## config.mk

```make
export PLATFORM = sky130hd
export DESIGN_NAME = pif_irq_enable_flags
export DESIGN_NICKNAME = d
export VERILOG_FILES = /design/src/include/pif_pkg.sv /design/src/logic/pif_irq_enable_flags.sv /design/src/logic/pif_sticky.sv
export SDC_FILE = /design/constraint.sdc
export NUM_CORES = 1
export LEC_CHECK = 0
export BUFFER_PORTS_ARGS = -buffer_cell sky130_fd_sc_hd__buf_2
export CORE_UTILIZATION = 49
export CTS_CLUSTER_DIAMETER = 60
export DETAILED_ROUTE_END_ITERATION = 7
export PLACE_DENSITY = 0.75
export RECOVER_POWER = 50
export SYNTH_ARGS = -nofsm -noshare
export SYNTH_HDL_FRONTEND = slang
export SYNTH_SLANG_ARGS = --single-unit
```

## constraint.sdc

```tcl
create_clock -name mclk -period 1.3 [get_ports mclk]
set_input_delay 0.13 -clock mclk [delete_from_list [all_inputs] [get_ports mclk]]
set_output_delay 0.13 -clock mclk [all_outputs]
set_load 0.005 [all_outputs]
```

## src/include/pif_pkg.sv

```systemverilog
`default_nettype none
package pif_pkg;
    // Register word indices on the plain port
    localparam logic [3:0] PIF_ADDR_W           = 4'h4;
    localparam logic [3:0] PIF_OFF_ENABLE3      = 4'h0;
    localparam logic [3:0] PIF_OFF_REQUEST1     = 4'h1;
    localparam logic [3:0] PIF_OFF_CORE_CTRL    = 4'h2;
    localparam logic [3:0] PIF_OFF_IRQ_STATUS   = 4'h3;
    localparam logic [3:0] PIF_OFF_IRQ_MASK     = 4'h4;
    localparam logic [3:0] PIF_OFF_CELL_RAW     = 4'h5;
    // Enable bank 3 layout
    localparam int         PIF_CELL1_BIT        = 0;
    localparam int         PIF_CELL2_BIT        = 1;
    localparam int         PIF_CELL3_BIT        = 2;
    localparam int         PIF_CELL4_BIT        = 3;
    localparam logic [7:0] PIF_ENABLE3_MASK     = 8'h0F;
    // Request bank 1 layout
    localparam int         PIF_T1OVF_BIT        = 0;
    localparam int         PIF_T2MATCH_BIT      = 1;
    localparam int         PIF_SSP_BIT          = 3;
    localparam int         PIF_TX_BIT           = 4;
    localparam int         PIF_RX_BIT           = 5;
    localparam int         PIF_ADC_BIT          = 6;
    localparam int         PIF_T1GATE_BIT       = 7;
    localparam logic [7:0] PIF_REQUEST1_IMPL    = 8'hFB;
    // Receive flag is read only; hardware owns it
    localparam logic [7:0] PIF_REQUEST1_WMASK   = 8'hDB;
    // Core control layout
    localparam int         PIF_MASTER_EN_BIT    = 6;
    localparam logic [7:0] PIF_CORE_CTRL_MASK   = 8'h40;
    // Interrupt status: bit 0 = core request rising edge
    localparam logic [7:0] PIF_IRQ_EVT_MASK     = 8'h01;
    localparam logic [7:0] PIF_RESET_VALUE      = 8'h00;
endpackage
`default_nettype wire

```

## src/logic/pif_irq_enable_flags.sv

```systemverilog
`default_nettype none
module pif_irq_enable_flags
    import pif_pkg::*;
(
    // Clock and reset
    input  wire logic                  mclk,
    input  wire logic                  rst_b,
    // Register port
    input  wire logic [PIF_ADDR_W-1:0] reg_addr,
    input  wire logic [7:0]            reg_wdata,
    input  wire logic                  reg_wr,
    input  wire logic                  reg_rd,
    output logic      [7:0]            reg_rdata_q,
    // Peripheral event pulses, same clock
    input  wire logic [3:0]            cell_evt,
    input  wire logic [7:0]            bank1_evt,
    // Requests
    output logic                       core_irq_req_q,
    output logic [3:0]                 cell_irq_req_q,
    output logic                       irq_q
);
    logic [7:0] enable3_q;
    logic [7:0] enable3_d;
    logic [7:0] core_ctrl_q;
    logic [7:0] core_ctrl_d;
    logic [7:0] mask_q;
    logic [7:0] mask_d;
    logic [7:0] request1_q;
    logic [3:0] cell_flag_q;
    logic [7:0] status_q;
    logic       core_req_prev_q;

    // Address decode
    wire        wr_en3   = reg_wr && (reg_addr == PIF_OFF_ENABLE3);
    wire        wr_req1  = reg_wr && (reg_addr == PIF_OFF_REQUEST1);
    wire        wr_core  = reg_wr && (reg_addr == PIF_OFF_CORE_CTRL);
    wire        wr_stat  = reg_wr && (reg_addr == PIF_OFF_IRQ_STATUS);
    wire        wr_mask  = reg_wr && (reg_addr == PIF_OFF_IRQ_MASK);
    wire        wr_raw   = reg_wr && (reg_addr == PIF_OFF_CELL_RAW);

    // Next values of plain storage registers
    assign enable3_d   = wr_en3  ? (reg_wdata & PIF_ENABLE3_MASK)   : enable3_q;
    assign core_ctrl_d = wr_core ? (reg_wdata & PIF_CORE_CTRL_MASK) : core_ctrl_q;
    assign mask_d      = wr_mask ? (reg_wdata & PIF_IRQ_EVT_MASK)   : mask_q;

    always_ff @(posedge mclk)
    begin
        if (!rst_b)
        begin
            enable3_q   <= PIF_RESET_VALUE;
            core_ctrl_q <= PIF_RESET_VALUE;
            mask_q      <= PIF_RESET_VALUE;
        end
        else
        begin
            enable3_q   <= enable3_d;
            core_ctrl_q <= core_ctrl_d;
            mask_q      <= mask_d;
        end
    end

    wire cell4_irq_en         = enable3_q[PIF_CELL4_BIT];
    wire cell3_irq_en         = enable3_q[PIF_CELL3_BIT];
    wire cell2_irq_en         = enable3_q[PIF_CELL2_BIT];
    wire cell1_irq_en         = enable3_q[PIF_CELL1_BIT];
    wire periph_master_irq_en = core_ctrl_q[PIF_MASTER_EN_BIT];

    // Flags set regardless of enables; software clears by writing zero.
    // Receive flag clears only on reset, so software cannot drop it.
    wire [7:0] req1_clr = wr_req1 ? (~reg_wdata & PIF_REQUEST1_WMASK) : 8'h00;
    wire [7:0] req1_set = (wr_req1 ? (reg_wdata & PIF_REQUEST1_WMASK) : 8'h00)
                          | bank1_evt;

    pif_sticky #(.WIDTH(8)) u_req1 (
        .mclk   (mclk),
        .rst_b  (rst_b),
        .set_i  (req1_set),
        .clr_i  (req1_clr),
        .impl_i (PIF_REQUEST1_IMPL),
        .flag_q (request1_q)
    );

    // Cell flags live here as raw pending bits, cleared by writing a zero
    wire [3:0] raw_clr = wr_raw ? ~reg_wdata[3:0] : 4'h0;

    pif_sticky #(.WIDTH(4)) u_cell (
        .mclk   (mclk),
        .rst_b  (rst_b),
        .set_i  (cell_evt),
        .clr_i  (raw_clr),
        .impl_i (4'hF),
        .flag_q (cell_flag_q)
    );

    // Gating: flag, own enable, master enable
    wire [3:0] cell_en_vec = {cell4_irq_en, cell3_irq_en, cell2_irq_en, cell1_irq_en};
    wire [3:0] cell_req_d  = cell_flag_q & cell_en_vec
                             & {4{periph_master_irq_en}};
    wire       core_req_d  = (|cell_req_d) && periph_master_irq_en;

    // Status: rising edge of the core request, write one to clear
    wire       core_rise   = core_req_d && !core_req_prev_q;
    wire [7:0] stat_set    = {7'h00, core_rise};
    wire [7:0] stat_clr    = wr_stat ? (reg_wdata & PIF_IRQ_EVT_MASK) : 8'h00;

    pif_sticky #(.WIDTH(8)) u_stat (
        .mclk   (mclk),
        .rst_b  (rst_b),
        .set_i  (stat_set),
        .clr_i  (stat_clr),
        .impl_i (PIF_IRQ_EVT_MASK),
        .flag_q (status_q)
    );

    // Read mux; unmapped reads return zero
    logic [7:0] rd_mux;
    always_comb
    begin
        case (reg_addr)
            PIF_OFF_ENABLE3:    rd_mux = enable3_q;
            PIF_OFF_REQUEST1:   rd_mux = request1_q;
            PIF_OFF_CORE_CTRL:  rd_mux = core_ctrl_q;
            PIF_OFF_IRQ_STATUS: rd_mux = status_q;
            PIF_OFF_IRQ_MASK:   rd_mux = mask_q;
            PIF_OFF_CELL_RAW:   rd_mux = {4'h0, cell_flag_q};
            default:            rd_mux = 8'h00;
        endcase
    end

    // Outputs from flops; one cycle of latency on every request
    always_ff @(posedge mclk)
    begin
        if (!rst_b)
        begin
            reg_rdata_q     <= 8'h00;
            core_irq_req_q  <= 1'b0;
            cell_irq_req_q  <= 4'h0;
            core_req_prev_q <= 1'b0;
            irq_q           <= 1'b0;
        end
        else
        begin
            reg_rdata_q     <= reg_rd ? rd_mux : 8'h00;
            core_irq_req_q  <= core_req_d;
            cell_irq_req_q  <= cell_req_d;
            core_req_prev_q <= core_req_d;
            irq_q           <= |(status_q & mask_q);
        end
    end
endmodule
`default_nettype wire

```

## src/logic/pif_sticky.sv

```systemverilog
`default_nettype none
module pif_sticky
    import pif_pkg::*;
#(
    parameter int WIDTH = 8
)(
    // Clock and reset
    input  wire logic             mclk,
    input  wire logic             rst_b,
    // Control
    input  wire logic [WIDTH-1:0] set_i,
    input  wire logic [WIDTH-1:0] clr_i,
    input  wire logic [WIDTH-1:0] impl_i,
    output logic      [WIDTH-1:0] flag_q
);
    genvar g;
    generate
        for (g = 0; g < WIDTH; g++)
        begin : g_bit
            // Set beats a clear in the same cycle so no event is lost
            always_ff @(posedge mclk)
            begin
                if (!rst_b)
                    flag_q[g] <= 1'b0;
                else if (set_i[g] && impl_i[g])
                    flag_q[g] <= 1'b1;
                else if (clr_i[g])
                    flag_q[g] <= 1'b0;
            end
        end
    endgenerate
endmodule
`default_nettype wire
```

==> out/results.tsv <==
stage	metric	value	unit
yosys	Syn Nets	171	
detailed_routing	DRT antenna net count	0	
yosys	YS warnings	0	
die	Initial Utilization	51.5	%
clocking	Max Root-Sink Buffers	2	
sta	FMAX	915	MHz
die	full die area	0.00281	sq mm
sta	setup TNS	0	ns
layout	antenna fix cells	0	
layout	Layout Utilization	63.9	%
worst_setup_path	critical path launch point	enable3_q[0]$_SDFFE_PN0P_	
pwr	leakage	0.669	nW
clocking	root buffer cell	clkbuf_4	
clocking	cts repair resizes	0	
placement	DPL Wire Length	2000	um
detailed_routing	vias	1176	
grt	largest net degree at the start of global routing	18	
yosys	synthesized instance count	143	
clocking	clock transition at the registers of the reported paths	0.10	ns
detailed_routing	DR pass1 iterations	4	
sta	Final setup viols	0	
sta	Rel. slew slack	71.4	%
grt	total congestion overflow	0	
status	status	finished, final reports clean	
yosys	most frequent cells after synthesis	dfxtp_1 (32), a21oi_1 (17), nor2_1 (12)	
yosys	area leader, netlist	dfxtp_1	
layout	Register Area	641	sq um
placement	PortBufs	39	
die	Die Wd	53.0	um
yosys	EDFF count, synth	0	
die	Die Ht	53.0	um
sta	Tcrit/Tclk final	84.1	%
worst_hold_path	Hold Startpoint	cell_evt[3]	
yosys	most frequent cell after synthesis	dfxtp_1	
clocking	clock insertion delay at the later pin of the skew report	0.33	ns
layout	area grow syn2layout	24.2	%
worst_setup_path	signal arrival time at the worst endpoint	1.34	ns
yosys	Synth Area per Inst	8.92	sq um
yosys	Yosys reg bits	32	
yosys	Post-Syn Area	0.00127	sq mm
yosys	ys async rst share	0	%
sta	RSZ-0062 raised after global routing	false	
sta	final hold vios	0	
clocking	H-tree depth	2	
detailed_routing	DRC violations left	0	
yosys	Seq/Total Area, Yosys	50.2	%
worst_hold_path	Worst Hold Class	input port to flop	
detailed_routing	wirelength, routed	2680	um
sta	Worst-Margin Slew	0.430	ns
die	Cell Rows	18	
worst_setup_path	Worst R2R Start	enable3_q[0]$_SDFFE_PN0P_	
worst_setup_path	Worst EP required	1.55	ns
clocking	CTS Buf Count	5	
pwr	P per Cell Area	1220	mW/mm^2
layout	Multi-input gate area	556	sq um
grt	first-pass GRT wire length	4440	um
sta	minimum clock period	1.09	ns
sta	count of pins over their slew limit	0	
clocking	Post-CTS Repair Setup Buffers	0	
sta	clock skew	0.0132	ns
yosys	Synth top area share	50.2	%
worst_setup_path	crit path max fanout	3	
placement	GP Congestion	0.793	
detailed_routing	routed vias/inst	5.37	
die	core box area	0.00248	sq mm
layout	fillers	233	
grt	antenna violations before repair	0	
yosys	Area contributors post-synth	dfxtp_1 (50%), a21oi_1 (6.7%), o21ai_0 (4.3%), nor2_1 (3.5%), a31oi_1 (3.4%)	
detailed_routing	WL/cell	12.2	um
clocking	CTS tree	built	
detailed_routing	initial drt markers	28	
worst_setup_path	CP Class	flop to flop	
grt	vias in the first global route	1062	
die	I/O pin total	42	
layout	layout cell share with drive strength beyond 1	28.6	%
yosys	Synth cell types	34	
worst_setup_path	crit start category	flop	
pwr	VDD IR-drop max	1.13	mV
layout	NumNets Final	216	
worst_setup_path	CP Capture Type	flop	
grt	Tot GR Track Use	22.4	%
clocking	CTS sink cnt	32	
flow_run	max cap viols	0	
yosys	Post-synth top flop	dfxtp_1	
[path summary, 6_finish.rpt]
kind | end | slack [ns] | cells after the start
min | u_cell.flag_q[3]$_SDFFE_PN0P_ | 0.01 | 3
max reg2reg | reg_rdata_q[0]$_SDFF_PN0_ | 0.21 | 3
max | reg_rdata_q[0]$_SDFF_PN0_ | 0.21 | 3
min reg2reg | reg_rdata_q[4]$_SDFF_PN0_ | 0.46 | 1
[where the power goes]
part / internal (W) / leakage (nW) / switching, W
logic: 0.0000815 / 0.366 / 0.0000980
registers: 0.00101 / 0.262 / 0.0000159
clock network: 0.000403 / 0.0422 / 0.000320
total: 0.00149 / 0.669 / 0.000434
[kinds of logic after synthesis]
| family | count (synthesis) | synth area share (%) |
|---|---|---|
| buffers and inverters | 16 | 6.18 |
| AOI/OAI and AO/OA | 46 | 21.5 |
| muxes | 4 | 3.43 |
| DFF | 32 | 50.2 |
| and+or+nand+nor | 45 | 18.6 |
[layout make-up]
class / count / share of cell area (%)
sequential: 32 / 40.4
multi-input combinational: 95 / 35.1
timing repair buffer: 47 / 15.6
clock buffer: 6 / 2.61
tap: 30 / 2.37
clock inverter: 2 / 2.21
inverter: 7 / 1.66
[flip-flops by register name, indices dropped and copies added, names as in the netlist]
name / cells
core_req_prev_q: 1
reg_rdata_q: 8
u_cell.flag_q: 4
u_stat.flag_q: 1
u_req1.flag_q: 7
cell_irq_req_q: 4
mask_q: 1
irq_q: 1
enable3_q: 4
core_ctrl_q: 1
[critical path, stage by stage, from the launching register on]
cell     delay (ns)
dfxtp_1        0.37
mux2i_1        0.07
or4_1          0.40
a31oi_1        0.18
[metal layers]
metal / track usage [%] / vias up / wire length (um)
li1: - / 604 / -
met1: 24.9 / 532 / 1170
met2: 38.8 / 35 / 1340
met3: 5.46 / 5 / 130
met4: 12.3 / 0 / 38
met5: 0 / - / 0
[stage by stage]
| step | area (sq um) | hold WS [ns] | cells | setup slack [ns] | power (W) |
|---|---|---|---|---|---|
| after floorplan | 1270 | 0.246 | 143 | 0.220 | 0.00115 |
| after global placement | 1510 | 0.336 | 210 | 0.0910 | 0.00122 |
| after detailed placement | 1510 | 0.343 | 210 | 0.0924 | 0.00123 |
| after CTS | 1590 | 0.00268 | 219 | 0.215 | 0.00196 |
| after global routing | 1580 | 0.0122 | 219 | 0.118 | 0.00202 |
| final | 1580 | 0.0139 | 219 | 0.207 | 0.00193 |
[cell usage in the layout, fill, tap and decap left out, types with 2 or more instances in the layout]
cell and count:
buf_2 37, clkbuf_4 5, buf_4 5, mux2_2 3, nand3_1 8, a22oi_1 3
dfxtp_1 32, and2_0 3, nor4_1 2, clkbuf_1 5, inv_1 6, nor2_1 12
a21oi_1 17, o21ai_0 11, nand4_1 2, a31oi_1 7, o31ai_1 4, nand2_1 7
[what timing repair did]
item,CTS,global route
hold endpoints to repair,1,0
hold buffers,1,0
endpoints found under the setup margin,0,0
Power figures use the tool's default switching activity.
